## src/design/psb_pkg.sv

```systemverilog
`default_nettype none
package psb_pkg;
    // ==========================================================
    // register offsets on the management serial port
    localparam logic [4:0] PSB_REG_GIG_STATUS = 5'h11;
    localparam logic [4:0] PSB_REG_BYPASS = 5'h12;
    localparam logic [4:0] PSB_REG_RX_ERR_CNT = 5'h13;

    // ==========================================================
    // gigabit status extension field positions
    localparam int PSB_GS_DESCR_LOCK = 15;
    localparam int PSB_GS_LOCK_ERR = 14;
    localparam int PSB_GS_LINK_DISC = 13;
    localparam int PSB_GS_LINK_UP = 12;
    localparam int PSB_GS_RX_ERR = 11;
    localparam int PSB_GS_TX_ERR = 10;
    localparam int PSB_GS_SSD_ERR = 9;
    localparam int PSB_GS_ESD_ERR = 8;
    localparam int PSB_GS_CEXT_ERR = 7;
    localparam int PSB_GS_LEGACY_LP = 6;
    localparam int PSB_GS_XOVER_ERR = 5;

    // ==========================================================
    // bypass control field positions and masks
    localparam int PSB_BY_TX_DIS = 15;
    localparam int PSB_BY_4B5B = 14;
    localparam int PSB_BY_SCRAM = 13;
    localparam int PSB_BY_DESCRAM = 12;
    localparam int PSB_BY_PCS_RX = 11;
    localparam int PSB_BY_PCS_TX = 10;
    localparam int PSB_BY_LINK_FAIL_HOLD = 9;
    localparam int PSB_BY_XOVER_FORCED = 7;
    localparam int PSB_BY_LEGACY_DIS = 6;
    localparam int PSB_BY_PAIR_SWAP_DIS = 5;
    localparam int PSB_BY_POL_DIS = 4;
    localparam int PSB_BY_PAR_DET = 3;
    localparam int PSB_BY_PULSE_DIS = 2;
    localparam int PSB_BY_NP_DIS = 1;
    localparam logic [15:0] PSB_BYPASS_RESET = 16'h0088;
    localparam logic [15:0] PSB_BYPASS_WR_MASK = 16'hFEFE;
    localparam logic [15:0] PSB_BYPASS_STICKY = 16'h00FA;

    // ==========================================================
    // receive error counter
    localparam int PSB_CNT_W = 8;
    localparam logic [7:0] PSB_CNT_MAX = 8'hFF;
    localparam logic [7:0] PSB_CNT_RESET = 8'h00;

    // ==========================================================
    // management frame layout
    localparam logic [5:0] PSB_PREAMBLE_LEN = 6'h20;
    localparam logic [5:0] PSB_HDR_LAST = 6'h0C;
    localparam logic [5:0] PSB_DATA_LAST = 6'h0F;
    localparam logic [5:0] PSB_DATA_LEN = 6'h10;
    localparam logic [1:0] PSB_OP_READ = 2'h2;
    localparam logic [1:0] PSB_OP_WRITE = 2'h1;

    typedef enum logic [2:0] {
        PSB_IDLE,
        PSB_HDR,
        PSB_TA,
        PSB_RDATA,
        PSB_WDATA
    } psb_mdio_state_type;
endpackage
`default_nettype wire

```

## src/design/psb_mdio_slave.sv

```systemverilog
`timescale 1ns/1ns
`default_nettype none
module psb_mdio_slave (
    // clock and reset
    input wire logic clk,
    input wire logic rst_n,
    // pins
    input wire logic mdc_pin,
    input wire logic mdio_pin_i,
    input wire logic [4:0] phy_addr_pin,
    output logic mdio_o,
    output logic mdio_oe,
    // register access
    output logic [4:0] reg_addr,
    output logic rd_stb,
    output logic wr_stb,
    output logic [15:0] wr_data,
    input wire logic [15:0] rd_data
);
    import psb_pkg::*;

    // ==========================================================
    // pin synchronisers; mdio and address are read at the second stage, the mdc edge from the second and third
    logic mdc_s1, mdc_s2, mdc_s3, mdio_s1, mdio_s2;
    logic [4:0] addr_s1, addr_s2;
    always_ff @(posedge clk or negedge rst_n) begin
        if (!rst_n) begin
            mdc_s1 <= 1'b0;
            mdc_s2 <= 1'b0;
            mdc_s3 <= 1'b0;
            mdio_s1 <= 1'b1;
            mdio_s2 <= 1'b1;
            addr_s1 <= 5'h00;
            addr_s2 <= 5'h00;
        end else begin
            mdc_s1 <= mdc_pin;
            mdc_s2 <= mdc_s1;
            mdc_s3 <= mdc_s2;
            mdio_s1 <= mdio_pin_i;
            mdio_s2 <= mdio_s1;
            addr_s1 <= phy_addr_pin;
            addr_s2 <= addr_s1;
        end
    end

    logic rise;
    logic [12:0] hdr;
    assign rise = mdc_s2 & ~mdc_s3;
    assign hdr = {wr_data[11:0], mdio_s2};

    // ==========================================================
    // frame engine: preamble, header, turnaround, data
    psb_mdio_state_type st_q;
    logic [5:0] cnt_q;
    logic [15:0] sh_q;
    logic is_rd_q;
    always_ff @(posedge clk or negedge rst_n) begin
        if (!rst_n) begin
            st_q <= PSB_IDLE;
            cnt_q <= 6'h00;
            sh_q <= 16'h0000;
            is_rd_q <= 1'b0;
            reg_addr <= 5'h00;
            rd_stb <= 1'b0;
            wr_stb <= 1'b0;
            wr_data <= 16'h0000;
            mdio_o <= 1'b0;
            mdio_oe <= 1'b0;
        end else begin
            rd_stb <= 1'b0;
            wr_stb <= 1'b0;
            if (rd_stb) begin
                sh_q <= rd_data;
            end
            if (rise) begin
                unique case (st_q)
                    PSB_IDLE: begin
                        if (mdio_s2) begin
                            if (cnt_q != PSB_PREAMBLE_LEN) begin
                                cnt_q <= cnt_q + 6'h01;
                            end
                        end else begin
                            if (cnt_q == PSB_PREAMBLE_LEN) begin
                                st_q <= PSB_HDR;
                            end
                            cnt_q <= 6'h00;
                        end
                    end
                    PSB_HDR: begin
                        // header bits gather in wr_data, which feeds hdr here; the register file reads it only on wr_stb
                        wr_data <= {wr_data[14:0], mdio_s2};
                        cnt_q <= cnt_q + 6'h01;
                        if (cnt_q == PSB_HDR_LAST) begin
                            cnt_q <= 6'h00;
                            reg_addr <= hdr[4:0];
                            is_rd_q <= (hdr[11:10] == PSB_OP_READ);
                            if (hdr[12] && hdr[9:5] == addr_s2
                                && (hdr[11:10] == PSB_OP_READ
                                || hdr[11:10] == PSB_OP_WRITE)) begin
                                st_q <= PSB_TA;
                                rd_stb <= (hdr[11:10] == PSB_OP_READ);
                            end else begin
                                st_q <= PSB_IDLE;
                            end
                        end
                    end
                    PSB_TA: begin
                        if (is_rd_q) begin
                            mdio_oe <= 1'b1;
                            mdio_o <= 1'b0;
                            st_q <= PSB_RDATA;
                        end else if (cnt_q == 6'h00) begin
                            cnt_q <= 6'h01;
                        end else begin
                            cnt_q <= 6'h00;
                            st_q <= PSB_WDATA;
                        end
                    end
                    PSB_RDATA: begin
                        cnt_q <= cnt_q + 6'h01;
                        mdio_o <= sh_q[15];
                        sh_q <= {sh_q[14:0], 1'b0};
                        if (cnt_q == PSB_DATA_LEN) begin
                            mdio_oe <= 1'b0;
                            mdio_o <= 1'b0;
                            cnt_q <= 6'h00;
                            st_q <= PSB_IDLE;
                        end
                    end
                    PSB_WDATA: begin
                        cnt_q <= cnt_q + 6'h01;
                        sh_q <= {sh_q[14:0], mdio_s2};
                        if (cnt_q == PSB_DATA_LAST) begin
                            wr_data <= {sh_q[14:0], mdio_s2};
                            wr_stb <= 1'b1;
                            cnt_q <= 6'h00;
                            st_q <= PSB_IDLE;
                        end
                    end
                endcase
            end
        end
    end
endmodule
`default_nettype wire

```

## src/design/psb_regs.sv

```systemverilog
`timescale 1ns/1ns
`default_nettype none
// How it works
// status bit 15 shows descrambler lock, bit 12 gigabit link; both reset 0
// lock error and link disconnect bits latch on events, clear after read
// receive and transmit error bits latch, clear after read, reset 0
// start, end delimiter and carrier extension error bits latch, clear on read
// bit 6 shows a non-compliant legacy link partner was seen
// bit 5 shows crossover error; bits 4 to 0 read zero
// bypass bit 15 turns the line transmitter off; resets 0
// bypass bit 14 skips 4B/5B coding; resets 0
// bits 13 to 10 skip scrambler, descrambler, PCS receive, PCS transmit
// bit 9 skips the link fail hold timer; bit 8 reads zero
// sticky bit 7, reset 1, stops auto crossover at forced 10/100
// sticky bit 6 disables legacy partner detection; resets 0
// sticky bit 5 disables pair swap correction under autonegotiation
// sticky bit 4 disables per-subchannel polarity correction
// sticky bit 3, reset 1, honours advertised ability in parallel detect
// bit 2 disables the transmit pulse shaping filter; resets 0
// sticky bit 1 stops automatic next pages, hands host control after base page
// host then sends next pages and forces the matching configuration
// 8-bit receive error counter at 100/1000, saturates at 255
// reading the counter returns the count then clears it
// soft reset keeps sticky bits only while sticky reset enable is set
module psb_regs (
    // clock and reset
    input wire logic REF_CLK,
    input wire logic RST_N,
    input wire logic SOFT_RESET,
    input wire logic STICKY_RESET_EN,
    // management serial port pins
    input wire logic MDC,
    input wire logic MDIO_I,
    output logic MDIO_O,
    output logic MDIO_OE,
    input wire logic [4:0] PHY_ADDR,
    // gigabit receive status levels
    input wire logic DESCR_LOCKED,
    input wire logic LINK_ACTIVE,
    input wire logic LEGACY_LP_SEEN,
    input wire logic XOVER_ERR_SEEN,
    // gigabit error events, one-cycle pulses
    input wire logic LOCK_ERR_EV,
    input wire logic LINK_DISC_EV,
    input wire logic RX_ERR_EV,
    input wire logic TX_ERR_EV,
    input wire logic STREAM_START_DELIMITER_ERR_EV,
    input wire logic STREAM_END_DELIMITER_ERR_EV,
    input wire logic CEXT_ERR_EV,
    // receive error counting
    input wire logic RX_ERR_CNT_EV,
    input wire logic SPEED_100_1000,
    // link state seen by the bypass controls
    input wire logic FORCED_10_100,
    input wire logic ANEG_EN,
    input wire logic BASE_PAGE_DONE,
    // datapath controls
    output logic TX_DISABLE,
    output logic BYPASS_4B5B,
    output logic BYPASS_SCRAMBLER,
    output logic BYPASS_DESCRAMBLER,
    output logic BYPASS_PCS_RX,
    output logic BYPASS_PCS_TX,
    output logic BYPASS_LINK_FAIL_HOLD_TIMER,
    output logic AUTO_XOVER_EN,
    output logic LEGACY_DETECT_EN,
    output logic PAIR_SWAP_EN,
    output logic POLARITY_CORR_EN,
    output logic PARALLEL_HONOUR_ABILITY,
    output logic PULSE_SHAPE_EN,
    output logic NEXT_PAGE_AUTO_EN,
    output logic NEXT_PAGE_HOST_CTRL
);
    import psb_pkg::*;

    function automatic logic hits(input logic [4:0] addr, input logic [4:0] off);
        hits = (addr == off);
    endfunction

    // ==========================================================
    // management serial port
    logic [4:0] reg_addr;
    logic rd_stb, wr_stb;
    logic [15:0] wr_data, rd_data;

    psb_mdio_slave u_mdio (
        .clk(REF_CLK),
        .rst_n(RST_N),
        .mdc_pin(MDC),
        .mdio_pin_i(MDIO_I),
        .phy_addr_pin(PHY_ADDR),
        .mdio_o(MDIO_O),
        .mdio_oe(MDIO_OE),
        .reg_addr(reg_addr),
        .rd_stb(rd_stb),
        .wr_stb(wr_stb),
        .wr_data(wr_data),
        .rd_data(rd_data)
    );

    logic rd_status, rd_count, wr_bypass;
    assign rd_status = rd_stb && hits(reg_addr, PSB_REG_GIG_STATUS);
    assign rd_count = rd_stb && hits(reg_addr, PSB_REG_RX_ERR_CNT);
    assign wr_bypass = wr_stb && hits(reg_addr, PSB_REG_BYPASS);

    // ==========================================================
    // gigabit status levels
    logic lock_q, link_q, legacy_q, xover_q;
    logic [15:0] byp_q;
    always_ff @(posedge REF_CLK or negedge RST_N) begin
        if (!RST_N) begin
            lock_q <= 1'b0;
            link_q <= 1'b0;
            legacy_q <= 1'b0;
            xover_q <= 1'b0;
        end else begin
            // live lock and link
            lock_q <= DESCR_LOCKED;
            link_q <= LINK_ACTIVE;
            // gated legacy detect
            legacy_q <= LEGACY_LP_SEEN && !byp_q[PSB_BY_LEGACY_DIS];
            // crossover error level
            xover_q <= XOVER_ERR_SEEN;
        end
    end

    // ==========================================================
    // latched error events; an event in the read cycle survives the clear
    logic [6:0] ev, lat_q, lat_d;
    assign ev = {LOCK_ERR_EV, LINK_DISC_EV, RX_ERR_EV, TX_ERR_EV,
                 STREAM_START_DELIMITER_ERR_EV, STREAM_END_DELIMITER_ERR_EV,
                 CEXT_ERR_EV};
    // set wins over read clear
    assign lat_d = (rd_status || SOFT_RESET) ? ev : (lat_q | ev);
    always_ff @(posedge REF_CLK or negedge RST_N) begin
        if (!RST_N) begin
            lat_q <= 7'h00;
        end else begin
            lat_q <= lat_d;
        end
    end

    logic [15:0] gs_word;
    always_comb begin
        gs_word = 16'h0000;
        gs_word[PSB_GS_DESCR_LOCK] = lock_q;
        gs_word[PSB_GS_LOCK_ERR] = lat_q[6];
        gs_word[PSB_GS_LINK_DISC] = lat_q[5];
        gs_word[PSB_GS_LINK_UP] = link_q;
        gs_word[PSB_GS_RX_ERR] = lat_q[4];
        gs_word[PSB_GS_TX_ERR] = lat_q[3];
        gs_word[PSB_GS_SSD_ERR] = lat_q[2];
        gs_word[PSB_GS_ESD_ERR] = lat_q[1];
        gs_word[PSB_GS_CEXT_ERR] = lat_q[0];
        gs_word[PSB_GS_LEGACY_LP] = legacy_q;
        gs_word[PSB_GS_XOVER_ERR] = xover_q;
    end

    // ==========================================================
    // bypass control; soft reset beats a write in the same cycle
    always_ff @(posedge REF_CLK or negedge RST_N) begin
        if (!RST_N) begin
            byp_q <= PSB_BYPASS_RESET;
        end else if (SOFT_RESET) begin
            // sticky fields survive when enabled
            if (STICKY_RESET_EN) begin
                byp_q <= (byp_q & PSB_BYPASS_STICKY)
                    | (PSB_BYPASS_RESET & ~PSB_BYPASS_STICKY);
            end else begin
                byp_q <= PSB_BYPASS_RESET;
            end
        end else if (wr_bypass) begin
            // reserved bits held at zero
            byp_q <= wr_data & PSB_BYPASS_WR_MASK;
        end
    end

    // transmitter off
    assign TX_DISABLE = byp_q[PSB_BY_TX_DIS];
    // coding bypass
    assign BYPASS_4B5B = byp_q[PSB_BY_4B5B];
    // scrambler and PCS bypasses
    assign BYPASS_SCRAMBLER = byp_q[PSB_BY_SCRAM];
    assign BYPASS_DESCRAMBLER = byp_q[PSB_BY_DESCRAM];
    assign BYPASS_PCS_RX = byp_q[PSB_BY_PCS_RX];
    assign BYPASS_PCS_TX = byp_q[PSB_BY_PCS_TX];
    // hold timer bypass
    assign BYPASS_LINK_FAIL_HOLD_TIMER = byp_q[PSB_BY_LINK_FAIL_HOLD];

    // ==========================================================
    // registered controls from bypass bits 7 to 1; crossover and pair swap also use link state
    always_ff @(posedge REF_CLK or negedge RST_N) begin
        if (!RST_N) begin
            AUTO_XOVER_EN <= 1'b0;
            LEGACY_DETECT_EN <= 1'b0;
            PAIR_SWAP_EN <= 1'b0;
            POLARITY_CORR_EN <= 1'b0;
            PARALLEL_HONOUR_ABILITY <= 1'b0;
            PULSE_SHAPE_EN <= 1'b0;
            NEXT_PAGE_AUTO_EN <= 1'b0;
        end else begin
            // crossover held off at forced speeds
            AUTO_XOVER_EN <= !(byp_q[PSB_BY_XOVER_FORCED] && FORCED_10_100);
            // legacy detect enable
            LEGACY_DETECT_EN <= !byp_q[PSB_BY_LEGACY_DIS];
            // pair swap under autonegotiation
            PAIR_SWAP_EN <= ANEG_EN && !byp_q[PSB_BY_PAIR_SWAP_DIS];
            // polarity correction
            POLARITY_CORR_EN <= !byp_q[PSB_BY_POL_DIS];
            // parallel detect policy
            PARALLEL_HONOUR_ABILITY <= byp_q[PSB_BY_PAR_DET];
            // pulse shaping filter
            PULSE_SHAPE_EN <= !byp_q[PSB_BY_PULSE_DIS];
            // automatic next pages
            NEXT_PAGE_AUTO_EN <= !byp_q[PSB_BY_NP_DIS];
        end
    end

    // host keeps next page control until the bit is cleared or soft reset
    always_ff @(posedge REF_CLK or negedge RST_N) begin
        if (!RST_N) begin
            NEXT_PAGE_HOST_CTRL <= 1'b0;
        end else if (!byp_q[PSB_BY_NP_DIS] || SOFT_RESET) begin
            NEXT_PAGE_HOST_CTRL <= 1'b0;
        end else if (BASE_PAGE_DONE) begin
            // hand over after base page
            NEXT_PAGE_HOST_CTRL <= 1'b1;
        end
    end

    // ==========================================================
    // receive error counter
    logic [7:0] cnt_q;
    logic cnt_inc;
    assign cnt_inc = RX_ERR_CNT_EV && SPEED_100_1000;
    always_ff @(posedge REF_CLK or negedge RST_N) begin
        if (!RST_N) begin
            cnt_q <= PSB_CNT_RESET;
        end else if (SOFT_RESET) begin
            cnt_q <= PSB_CNT_RESET;
        end else if (rd_count) begin
            // clear on read, a coincident error still counts
            cnt_q <= cnt_inc ? (PSB_CNT_RESET + 8'h01) : PSB_CNT_RESET;
        end else if (cnt_inc && cnt_q != PSB_CNT_MAX) begin
            // saturating count
            cnt_q <= cnt_q + 8'h01;
        end
    end

    // ==========================================================
    // read data; unmapped offsets read zero
    always_comb begin
        rd_data = 16'h0000;
        if (hits(reg_addr, PSB_REG_GIG_STATUS)) begin
            rd_data = gs_word;
        end else if (hits(reg_addr, PSB_REG_BYPASS)) begin
            rd_data = byp_q;
        end else if (hits(reg_addr, PSB_REG_RX_ERR_CNT)) begin
            rd_data = {8'h00, cnt_q};
        end
    end

    // ==========================================================
    // checks
    a_lock_bit_live: assert property (
        @(posedge REF_CLK) disable iff (!RST_N)
        $past(RST_N) && $past(DESCR_LOCKED) && $past(LINK_ACTIVE)
        |-> gs_word[15] && gs_word[12])
        else $error("lock or link bit does not follow input");

    a_event_holds_unread: assert property (
        @(posedge REF_CLK) disable iff (!RST_N)
        LOCK_ERR_EV ##1 (!rd_status && !SOFT_RESET) [*3] |=> gs_word[14])
        else $error("lock error flag lost before read");

    a_read_clears_flags: assert property (
        @(posedge REF_CLK) disable iff (!RST_N)
        rd_status && ev == 7'h00 |=> gs_word[11:7] == 5'h00 && gs_word[14:13] == 2'b00)
        else $error("error flags not cleared by read");

    a_delim_flag_set: assert property (
        @(posedge REF_CLK) disable iff (!RST_N)
        STREAM_START_DELIMITER_ERR_EV |=> gs_word[9])
        else $error("start delimiter error not flagged");

    a_legacy_gated: assert property (
        @(posedge REF_CLK) disable iff (!RST_N)
        $past(byp_q[6]) |-> !gs_word[6] && !LEGACY_DETECT_EN)
        else $error("legacy detect not disabled");

    a_xover_forced_off: assert property (
        @(posedge REF_CLK) disable iff (!RST_N)
        byp_q[7] && FORCED_10_100 |=> !AUTO_XOVER_EN)
        else $error("auto crossover left on at forced speed");

    a_cnt_saturates: assert property (
        @(posedge REF_CLK) disable iff (!RST_N)
        cnt_q == 8'hFF && !rd_count && !SOFT_RESET |=> cnt_q == 8'hFF)
        else $error("receive error counter wrapped");

    a_cnt_read_clears: assert property (
        @(posedge REF_CLK) disable iff (!RST_N)
        rd_count && !cnt_inc && !SOFT_RESET |=> cnt_q == 8'h00 ##1 1'b1)
        else $error("counter not cleared by read");

    a_sticky_kept: assert property (
        @(posedge REF_CLK) disable iff (!RST_N)
        SOFT_RESET && STICKY_RESET_EN
        |=> (byp_q & 16'h00FA) == ($past(byp_q) & 16'h00FA))
        else $error("sticky bits lost on soft reset");

    a_soft_reset_defaults: assert property (
        @(posedge REF_CLK) disable iff (!RST_N)
        SOFT_RESET && !STICKY_RESET_EN |=> byp_q == 16'h0088 && !TX_DISABLE)
        else $error("bypass register not back to defaults");

    a_bypass_write_lands: assert property (
        @(posedge REF_CLK) disable iff (!RST_N)
        wr_bypass && !SOFT_RESET |=> byp_q == ($past(wr_data) & PSB_BYPASS_WR_MASK))
        else $error("bypass write did not land");

    a_bypass_reserved_zero: assert property (
        @(posedge REF_CLK) disable iff (!RST_N)
        (byp_q & ~PSB_BYPASS_WR_MASK) == 16'h0000)
        else $error("reserved bypass bit set");

    a_pair_swap_gated: assert property (
        @(posedge REF_CLK) disable iff (!RST_N)
        !ANEG_EN || byp_q[PSB_BY_PAIR_SWAP_DIS] |=> !PAIR_SWAP_EN)
        else $error("pair swap correction left on");

    a_polarity_off: assert property (
        @(posedge REF_CLK) disable iff (!RST_N)
        byp_q[PSB_BY_POL_DIS] |=> !POLARITY_CORR_EN)
        else $error("polarity correction left on");

    a_parallel_policy: assert property (
        @(posedge REF_CLK) disable iff (!RST_N)
        byp_q[PSB_BY_PAR_DET] |=> PARALLEL_HONOUR_ABILITY)
        else $error("parallel detect ignores ability");

    a_pulse_filter_off: assert property (
        @(posedge REF_CLK) disable iff (!RST_N)
        byp_q[PSB_BY_PULSE_DIS] |=> !PULSE_SHAPE_EN)
        else $error("pulse shaping filter left on");

    a_np_handover: assert property (
        @(posedge REF_CLK) disable iff (!RST_N)
        byp_q[PSB_BY_NP_DIS] && BASE_PAGE_DONE && !SOFT_RESET
        |=> NEXT_PAGE_HOST_CTRL && !NEXT_PAGE_AUTO_EN)
        else $error("next page control not handed to host");

    a_cnt_counts_error: assert property (
        @(posedge REF_CLK) disable iff (!RST_N)
        cnt_inc && !rd_count && !SOFT_RESET && cnt_q != PSB_CNT_MAX
        |=> cnt_q == $past(cnt_q) + 8'h01)
        else $error("receive error not counted");
endmodule
`default_nettype wire

```

## config.mk

```make
export PLATFORM = sky130hd
export DESIGN_NAME = psb_regs
export DESIGN_NICKNAME = d
export VERILOG_FILES = /design/src/design/psb_pkg.sv /design/src/design/psb_mdio_slave.sv /design/src/design/psb_regs.sv
export SDC_FILE = /design/constraint.sdc
export NUM_CORES = 1
export LEC_CHECK = 0
export ABC_AREA = 1
export BUFFER_PORTS_ARGS = -buffer_cell sky130_fd_sc_hd__buf_2
export CORE_ASPECT_RATIO = 1.1
export CORE_MARGIN = 3
export CORE_UTILIZATION = 42
export CTS_CLUSTER_DIAMETER = 150
export DETAILED_ROUTE_END_ITERATION = 10
export SLEW_MARGIN = 30
export SYNTH_ARGS = -nofsm -noshare
export SYNTH_HDL_FRONTEND = slang
export SYNTH_SLANG_ARGS = --single-unit
export TNS_END_PERCENT = 50
```

## constraint.sdc

```tcl
create_clock -name REF_CLK -period 4.7 [get_ports REF_CLK]
set_input_delay 0.94 -clock REF_CLK [delete_from_list [all_inputs] [get_ports REF_CLK]]
set_output_delay 0.94 -clock REF_CLK [all_outputs]
set_load 0.005 [all_outputs]
```

* Yosys cells after proc, flatten, opt, wreduce, memory -nomap -nowiden *
Index checks and enable logic that the tools add are counted.

word-level totals
  logic and storage cells = 145
  input bits = 27
  output and inout port bits = 17
  register bits after elaboration = 109

cells by class
  mux-type cells = 48
  bitwise gates (word level) = 3
  reductions and logical operators = 33
  equality and inequality tests = 26
  add/sub/neg operators = 2

operators with widths
  kind                 count
  $mux 16              7
  $pmux 16 s2          2
  $mux 8               5
  $mux 6               6
  $pmux 6 s5           1
  $mux 3               7
  $eq 5x5->1 const B   3
  $mux 1               15
  $pmux 3 s5           1
  $eq 6x4->1 const B   2
  $reduce_and 3->1     4
  $logic_and 1x1->1    10
  $ne 2x1->1 const B   5
  $add 8x1->8 const B  1
  $ne 8x8->1 const B   1
  $reduce_bool 2->1    4
  $mux 7               1
  $or 7x7->7           1
  $reduce_and 7->1     1
  $add 6x1->6 const B  1
  $eq 3x2->1 const B   2
  $eq 6x5->1 const B   1
  $eq 6x6->1 const B   1
  $logic_not 1->1      6
  other kinds (19)     24

* Depth between registers and ports, before layout *
Gate-level depths: netlist (run 1).

  word-level depth = 7
  gate-level depth with buffers = 11
  depth with buffers taken out = 11

* Hierarchy *
Synthesis (run 1) repeated with hierarchy kept, for this count alone.

unflattened totals
  cell total of the unflattened synthesis = 628
  area total of the unflattened synthesis = 5,222.5 µm²

by module, submodules not included
  module          cells each  area each (µm²)  seq. area each (µm²)  instances
  psb_mdio_slave  413         3,265.6          1,654.1               1
  psb_regs        215         1,956.9          1,028.5               1

* Least setup slack after synthesis (run 1) *
Ideal clock, no wire load.

  path kind = input-to-reg
  from = in SOFT_RESET
  to = reg byp_q[5]
  slack = 3.129 ns
  stages = 5
  arrival time = 1.444 ns
  data required time = 4.573 ns
  path through = clkinv_1 -> nand2_1 -> nand2_1 -> nand2_1 -> o21ai_0

on the way
  longest elaborated chain between the ends = 2
  elaborated cells between the ends (all ways) = 4
  classes of those cells = eq/ne: 1; mux: 1; reduce/logical: 2

RTL lines
  item                                                       line             RTL
  from (decl)                                                psb_regs.sv:29   input wire logic SOFT_RESET,
  $ne 2x2->1 (no line) or $reduce_bool 2->1 (tied branches)  -
  $reduce_and 2->1 (no line)                                 -
  to (signal assigned)                                       psb_regs.sv:167  byp_q <= (byp_q & PSB_BYPASS_STICKY)
  to (signal assigned)                                       psb_regs.sv:174  byp_q <= wr_data & PSB_BYPASS_WR_MASK;
  to (decl)                                                  psb_regs.sv:109  logic [15:0] byp_q;

Parallel ways exist; a longest one is shown, timed or not.
A chain may end at the register's enable or synchronous reset.

* Final worst setup path (run 1) *
  from = reg u_mdio.reg_addr[3]
  to = reg byp_q[13]

on the way
  longest elaborated chain between the ends = 3

RTL lines
  item                         line                  RTL
  from (decl)                  psb_mdio_slave.sv:14  output logic [4:0] reg_addr,
  from (signal assigned)       psb_mdio_slave.sv:95  reg_addr <= hdr[4:0];
  $eq 5x5->1                   psb_regs.sv:77        hits = (addr == off);
  $logic_and 1x1->1            psb_regs.sv:104       assign wr_bypass = wr_stb && hits(reg_addr, PSB_REG_BYPASS);
  $reduce_bool 2->1 (no line)  -

No other way between the ends.

==> flow_summary.toml, run 1 <==
[pwr]
ir_drop_uv = 219.1
totalPowerFinal_uw = 1924
power_density_mw_per_mm2 = 333.6
leakage_uw = 0.002936

[worst_setup_path]
crit_arrival_ns = 2.31
crit_path_end_kind = "flip-flop"
r2r_start = "u_mdio.reg_addr[3]"
worstRegToRegCells = 7
startpoint_type = "flip-flop"
path_class = "flip-flop to flip-flop"
max_stage_delay_ns = 0.42
crit_fanout = 12
timing.rr.end = "byp_q[13]"
worst_path_max_delay_cell = "inv_1"
ff2ff_setup_slack_ns = 2.65
cp_cell_sequence = "nor2_4 -> nand3b_2 -> inv_1 -> nand2_4 -> nor2_4 -> inv_1 -> o21ai_0"
crit_start = "u_mdio.reg_addr[3]"
cp.required_ns = 4.96

[final_layout]
areaGrowthSynthToFinish_pct = 13.68
design_area_mm2 = 0.005769
layout.nets = 676
drive_gt1_share_pct = 14.31
num-fill-cells = 1127
num_antenna_cells = 0

[floorplanning]
start_util_pct = 43.58
top_level_ports = 44
die_y_um = 121.3
coreArea_mm2 = 0.01164
row_count = 41
die_area_mm2 = 0.01344
die_w_um = 110.8

[synth]
syn_avg_cell_area_um2 = 8.402
yosys_warnings = 0
synth_seq_cells = 107
ys.flop_type = "dfrtp_1"
synth.cell_area_mm2 = 0.005075
synthCells = 604
synth-seq-area-share_pct = 52.86
synth_edf_count = 0
synth_cell_types = 33
synth_fp_nets = 635
async_flop_share_pct = 100.0

[cts]
root_buffer = "clkbuf_16"
cts_buffers = 9
clk_pin_slew_ns = 0.07
post-cts-setup-buffer-count = 0
post_cts_resized = 0
cts_tree = "yes"
clock_path_buffers = 2
htree_levels = 3
cts.sinks = 107
clock_latency_ns = 0.35
cts_hold_buf = 0

[timing]
clock.fmax_mhz = 488.5
final.min_clock_period_ns = 2.047
tightest_slew_ns = 0.9760
hold_viol = 0
slew_headroom_pct = 34.70
setup_violations = 0
grt_setup_unrepaired = "no"
fin_worst_skew_ns = 0.007215
slew_viol_final = 0
setup_tns_ns = 0
fin_crit_sh_pct = 43.56

[drt]
via_count = 4106
routed_wirelength_um = 11930
drt_pass1_iterations = 4
ant_nets = 0
wire_per_inst_um = 14.92
vias_per_cell = 5.133
drc = 0
drtIter0Drc = 253

[hold_path]
hold_start = "u_mdio.addr_s1[2]"
hold_class = "flip-flop to flip-flop"
whs_path_depth = 0
min_to = "u_mdio.addr_s2[2]"

[grt]
grt_pass1_vias = 3972
antenna_found_initial = 0
grt_max_degree = 83
gr-total-overflow = 0
grt_pass1_wl_um = 20340
grt_usage_pct = 19.19

[place]
routabilityCongestion = 0.8691
dp_hpwl_um = 8583
io_buffers = 43
dpl-instance-area_mm2 = 0.005401

[job]
cap_viol_max_count = 0

[outcome]
status = "completed"
==> logic make-up (layout without fill, tap and decap cells) <==
family                     count (synthesis)  count (layout)  share of synthesized area, %
and+or+nand+nor                          273             273                         24.48
AOI/OAI and AO/OA                        116             116                         13.04
DFF                                      107             107                         52.86
buffers and inverters                    102             148                         8.284
adders and majority gates                  4               4                        0.9862
xor gates and xnor gates                   2               2                        0.3452
==> per-layer routing <==
metal	global-route usage [%]	routed length, µm
met3	2.993	384
met4	8.930	266
met1	26.01	5599
met2	30.42	5682
met5	0	0
==> synthesized netlist by cell type (all sizes together) (7+ instances only) <==
cell type,n,share of area [%]
nor2,56,5.0
nand4,13,1.6
or2,7,0.86
nand3,58,5.8
dfrtp,103,51
o21bai,7,1.0
inv,87,6.4
o21ai,52,5.2
a21oi,30,3.0
nand2,134,10
buf,11,1.6
o211ai,18,2.7
==> per-stage QoR <==
stage	utilization, %	hold slack (ns)	worst slack, ns	instances
CTS	49.46	0.3535	2.417	800
finish	49.54	0.3504	2.653	800
global route	49.54	0.3578	2.498	800
floorplan	-	0.3312	3.129	604
global placement	46.35	0.3345	2.445	784
detailed placement	46.38	0.3358	2.400	784
==> cells in the final DEF, fill, tap and decap left out, drive strengths merged <==
cell type,Yosys,layout
clkbuf,3,9
o21ai,52,52
dfstp,4,4
o22ai,6,6
nand3,58,58
clkinv,1,3
nor3,3,3
nand4,13,13
nor2,56,56
nand2,134,134
bufinv,0,3
dfrtp,103,103
inv,87,89
o211ai,18,18
buf,11,44
a21oi,30,30
a22oi,2,2
o31ai,1,1
ha,4,4
o21bai,7,7
or2,7,7
nand3b,2,2
xor2,2,2
==> area by class of cell <==
type / count / area (µm²) / share of cell area, %
Clock inverter: 7 / 132.6 / 2.299
Inverter: 88 / 330.3 / 5.725
Clock buffer: 9 / 225.2 / 3.904
Timing Repair Buffer: 44 / 229.0 / 3.969
Multi-Input combinational cell: 395 / 1982 / 34.35
Tap cell: 150 / 187.7 / 3.253
Sequential cell: 107 / 2683 / 46.50
==> sequential cells by signal, indices dropped and copies added, names as in the netlist, 3 cells and up <==
| name | cells |
|---|---|
| u_mdio.cnt_q | 6 |
| u_mdio.wr_data | 16 |
| cnt_q | 8 |
| lat_q | 7 |
| u_mdio.st_q | 3 |
| u_mdio.addr_s1 | 5 |
| u_mdio.sh_q | 16 |
| u_mdio.addr_s2 | 5 |
| u_mdio.reg_addr | 5 |
| byp_q | 14 |
==> worst max path at each step <==
stage          cells past startpoint  slack, ns             end
3_5_place_dp                       4       2.40        lat_q[0]
4_1_cts                            9       2.42  u_mdio.sh_q[9]
6_report                           7       2.65       byp_q[13]
2_1_floorplan                      5       3.13        byp_q[5]
3_3_place_gp                       4       2.44        lat_q[5]
5_1_grt                            7       2.50        byp_q[5]
==> power by group <==
part	total, µW	switching [µW]	internal (µW)
Sequential	955	15.2	940
Combinational	88.3	60.0	28.3
Clock	881	351	530
==> worst max-delay path: cells and delay by family, from the launching register on <==
kind                   cells  cell delay [ns]
and+or+nand+nor            4             0.66
buffers and inverters      2             0.64
DFF                        1             0.41
AOI/OAI and AO/OA          1             0.24
No activity file was read; power rests on OpenSTA's default activity.
==> inputs of run 2 (changes only) <==
Clock period 4.7 ns to 2.1 ns, I/O delays scaled along.
==> run 2 against run 1 <==
  * Core utilization is 0.23 points higher
  * Combinational power is 140% higher
  * Sequential power is 120% higher
  * Critical path type unchanged
  * Maximum frequency is 12% higher
  * Global-route usage is 0.40 points lower
  * Worst setup slack worse by 2.4 ns
  * Critical endpoint is now u_mdio.st_q[2]
  * Count of clock-buffer cells in the layout is 1 higher
==> flow_summary.toml, run 2 (synthesized netlist as in run 1, its figures left out) <==
[pwr]
leakage_uw = 0.002962
power_density_mw_per_mm2 = 696.9
totalPowerFinal_uw = 4039
p_comb_share_pct = 5.3
switching_share_pct = 24.67
p_switching_uw = 996.4
p_seq_share_pct = 52.9
p_clk_share_pct = 41.8
ir_drop_uv = 439.5
p_int_uw = 3043

[cts]
htree_levels = 3
post_cts_resized = 0
clock_latency_ns = 0.35
root_buffer = "clkbuf_16"
cts_buffers = 9
clock_path_buffers = 2
cts_hold_buf = 0
cts_tree = "yes"
cts.sinks = 107
clk_pin_slew_ns = 0.08
post-cts-setup-buffer-count = 0

[worst_setup_path]
crit_arrival_ns = 2.06
crit_buf_inv = 1
max_stage_delay_ns = 0.42
path_common_cell = "nand2_1"
startpoint_type = "flip-flop"
cp.required_ns = 2.34
crit_path_end_kind = "flip-flop"
crit_fanout = 6
cp_cell_sequence = "inv_1 -> ha_1 -> nand3_1 -> nand2_1 -> nand3_1 -> nor2_1 -> nand2_1 -> nand2_1 -> nand2_1"
path_class = "flip-flop to flip-flop"
worst_path_max_delay_cell = "dfrtp_1"
cp_top_family = "simple AND/OR/NAND/NOR gates"

[timing]
post-route-worst-setup-slack_ns = 0.2783
grt_setup_unrepaired = "no"
hold_viol = 0
setup_tns_ns = 0
slew_headroom_pct = 54.17
tightest_slew_ns = 0.6849
fin_crit_sh_pct = 86.75
setup_violations = 0
slew_viol_final = 0
final.min_clock_period_ns = 1.822
clock.fmax_mhz = 548.9
fin_worst_skew_ns = 0.008696

[place]
io_buffers = 43
dp_hpwl_um = 8446
dpl-instance-area_mm2 = 0.005490
place_ws_ns = 0.1740
routabilityCongestion = 0.8472
place_inst = 793

[grt]
grt_pass1_wl_um = 20420
grt_usage_pct = 18.79
grt_pass1_vias = 4189
grt_max_degree = 41
gr-total-overflow = 0
antenna_found_initial = 0

[floorplanning]
die_w_um = 110.8
die_y_um = 121.3
die_area_mm2 = 0.01344
start_util_pct = 43.58
coreArea_mm2 = 0.01164
row_count = 41
top_level_ports = 44

[drt]
drc = 0
drtIter0Drc = 264
routed_wirelength_um = 11830
vias_per_cell = 5.244
wire_per_inst_um = 14.62
ant_nets = 0
drt_pass1_iterations = 5
via_count = 4242

[hold_path]
hold_class = "input port to asynchronous set/reset pin"

[final_layout]
design_area_mm2 = 0.005796
num_antenna_cells = 0
stdcell_count = 809
top_regs = "u_mdio.sh_q (16), u_mdio.wr_data (16), byp_q (14)"
drive_gt1_share_pct = 15.33
most-common-layout-cells = "nand2_1 (130), dfrtp_1 (103), inv_1 (83)"
final_common_cell = "nand2_1"
layout.nets = 685
areaGrowthSynthToFinish_pct = 14.20

[outcome]
status = "completed"

[job]
cap_viol_max_count = 0
## run 2: layer usage
layer	track usage, %	share of wire (%)	vias up
li1	-	-	2074
met1	25.30	46	2042
met2	30.92	48	111
met3	2.993	4.2	15
met4	6.774	1.5	0
met5	0	0	-
## run 2: worst paths after layout
path,start,end,slack [ns],depth (start not counted)
worst max-delay path,u_mdio.cnt_q[0],u_mdio.st_q[2],0.28,9
worst min-delay path,RST_N,cnt_q[7],0.000009,1
worst max register to register,u_mdio.cnt_q[0],u_mdio.st_q[2],0.28,9
worst min register to register,u_mdio.addr_s1[3],u_mdio.addr_s2[3],0.35,0
max in group asynchronous,RST_N,u_mdio.mdio_s2,1.48,2
min in group REF_CLK,MDIO_I,u_mdio.mdio_s1,0.17,1
## run 2: layout make-up
class	count	area [µm²]
timing repair buffer	53	317.8
sequential	107	2683
tap	150	187.7
multi-input combinational	395	1979
clock inverter	6	58.81
fill	1122	5849
inverter	88	330.3
clock buffer	10	239.0
## run 2: through the flow
| stage | util, % | hold WS, ns |
|---|---|---|
| after floorplan | - | 0.1244 |
| after global placement | 47.15 | 0.3335 |
| after detailed placement | 47.15 | 0.3347 |
| after CTS | 49.70 | 0.009926 |
| after global routing | 49.77 | 0.02424 |
| final | 49.77 | 0.000008604 |
## run 2: power groups by stage
stage / Clock (µW) / Combinational (µW) / Sequential [µW]
floorplan: 0 / 105 / 2170
global placement: 0 / 212 / 2170
detailed placement: 0 / 217 / 2180
CTS: 1740 / 217 / 2140
global route: 1830 / 244 / 2140
finish: 1690 / 212 / 2140
==> inputs of run 3 (changes only) <==
Settings changed: RECOVER_POWER from default to 25.
==> run 3 against run 2 <==
  * The run now ends with capacitance limit, slew limit left
  * Critical endpoint unchanged
  * Power is essentially flat
  * Register-to-register slack about the same
  * Maximum frequency is the same
  * Largest cell class unchanged
  * Cell count is the same
==> flow_summary.toml, run 3 (synthesized netlist as in run 1, its figures left out) <==
[final_layout]
drive_gt1_share_pct = 15.02
final_common_cell = "nand2_1"
most-common-layout-cells = "nand2_1 (130), dfrtp_1 (103), inv_1 (83)"
layout.nets = 685
final_core_util_pct = 49.74
stdcell_count = 809
areaGrowthSynthToFinish_pct = 14.13
top_regs = "u_mdio.sh_q (16), u_mdio.wr_data (16), byp_q (14)"
num_antenna_cells = 0

[outcome]
status = "complete, but fails checks"
violations = "capacitance limit, slew limit"

[grt]
grt_max_degree = 41
grt_pass1_vias = 4189
grt.busiest_layer = "met2"
antenna_found_initial = 0
grt_pass1_wl_um = 20420
grt_use_met2_pct = 30.92
use_met3_pct = 2.993
gr-usage-met1_pct = 25.30
gr-total-overflow = 0
grt_usage_pct = 18.79

[cts]
clock_path_buffers = 2
clock_latency_ns = 0.35
post-cts-setup-buffer-count = 0
cts_hold_buf = 0
htree_levels = 3
post_cts_resized = 0
clk_pin_slew_ns = 0.07
cts_tree = "yes"
cts_buffers = 9
cts.sinks = 107
root_buffer = "clkbuf_16"

[drt]
wire_per_inst_um = 14.62
via_count = 4243
routed_wirelength_um = 11830
ant_nets = 0
drt_pass1_iterations = 5
drtIter0Drc = 264
vias_per_cell = 5.245
drc = 0

[timing]
fin_crit_sh_pct = 86.75
hold_viol = 0
tightest_slew_ns = 1.759
slew_viol_final = 29
grt_setup_unrepaired = "no"
clock.fmax_mhz = 548.9
fin_worst_skew_ns = 0.008682
setup_violations = 0
slew_headroom_pct = -17.25
final.min_clock_period_ns = 1.822
setup_tns_ns = 0

[worst_setup_path]
worstRegToRegCells = 9
startpoint_type = "flip-flop"
cp.required_ns = 2.34
crit_path_end_kind = "flip-flop"
worst_path_max_delay_cell = "dfrtp_1"
path_class = "flip-flop to flip-flop"
max_stage_delay_ns = 0.42
cp_cell_sequence = "inv_1 -> ha_1 -> nand3_1 -> nand2_1 -> nand3_1 -> nor2_1 -> nand2_1 -> nand2_1 -> nand2_1"
crit_arrival_ns = 2.06
crit_fanout = 6
path_common_cell = "nand2_1"

[floorplanning]
die_y_um = 121.3
row_count = 41
die_area_mm2 = 0.01344
top_level_ports = 44
die_w_um = 110.8
start_util_pct = 43.58
coreArea_mm2 = 0.01164

[place]
dp_hpwl_um = 8446
io_buffers = 43
routabilityCongestion = 0.8472
place_inst = 793

[pwr]
ir_drop_uv = 439.5
leakage_uw = 0.002957
power_density_mw_per_mm2 = 697.2

[hold_path]
hold_class = "input port to flip-flop"
whs_path_depth = 1

[job]
cap_viol_max_count = 1
## run 3: cell types whose count changed in the layout (fill, tap and decap cells not counted), sizes merged
cell / delta
clkbuf: +1
buf: -1
## run 3: metal layers
layer / part of all wire, % / routed length [µm]
met1: 46 / 5434
met2: 48 / 5721
met3: 4.2 / 496
met4: 1.5 / 176
met5: 0 / 0
## run 3: final cells by class
class / count / area, µm²
Fill cell: 1124 / 5853
Clock buffer: 10 / 239.0
Sequential cell: 107 / 2683
Inverter: 88 / 330.3
Timing Repair Buffer: 53 / 314.1
Clock inverter: 6 / 58.81
Multi-Input combinational cell: 395 / 1979
Tap cell: 150 / 187.7
## run 3: where the power goes
part           internal (µW)  leakage (µW)  switching, µW  total, µW
Sequential              2100       0.00138           33.5       2140
Clock                    866      0.000148            825       1690
Combinational           73.7       0.00143            138        212
Total                   3040       0.00296            996       4040
## run 3: metrics by stage
stage / worst slack (ns) / instance area [µm²] / total power (µW) / hold slack (ns)
after floorplan: 0.6215 / 5075 / 2272 / 0.1244
after global placement: 0.2806 / 5490 / 2386 / 0.3335
after detailed placement: 0.1740 / 5490 / 2394 / 0.3347
after CTS: 0.1423 / 5788 / 4090 / 0.009926
after global routing: 0.06166 / 5792 / 4211 / 0.1593
final: 0.2783 / 5792 / 4038 / 0.1666
## run 3: final timing paths
kind	startpoint	to	slack, ns
worst min register to register	u_mdio.addr_s1[3]	u_mdio.addr_s2[3]	0.35
worst min-delay path	MDIO_I	u_mdio.mdio_s1	0.17
min in group asynchronous	RST_N	cnt_q[3]	0.53
worst max-delay path	u_mdio.cnt_q[0]	u_mdio.st_q[2]	0.28
max in group asynchronous	RST_N	u_mdio.mdio_s2	0.54
worst max register to register	u_mdio.cnt_q[0]	u_mdio.st_q[2]	0.28
## run 3: worst max-delay path, delay by kind of cell (launching register included)
kind,cells,cell delay (ns)
buffers and inverters,1,0.18
adder cells (fa/ha/maj),1,0.26
AND/OR/NAND/NOR,7,0.84
flip-flops,1,0.42
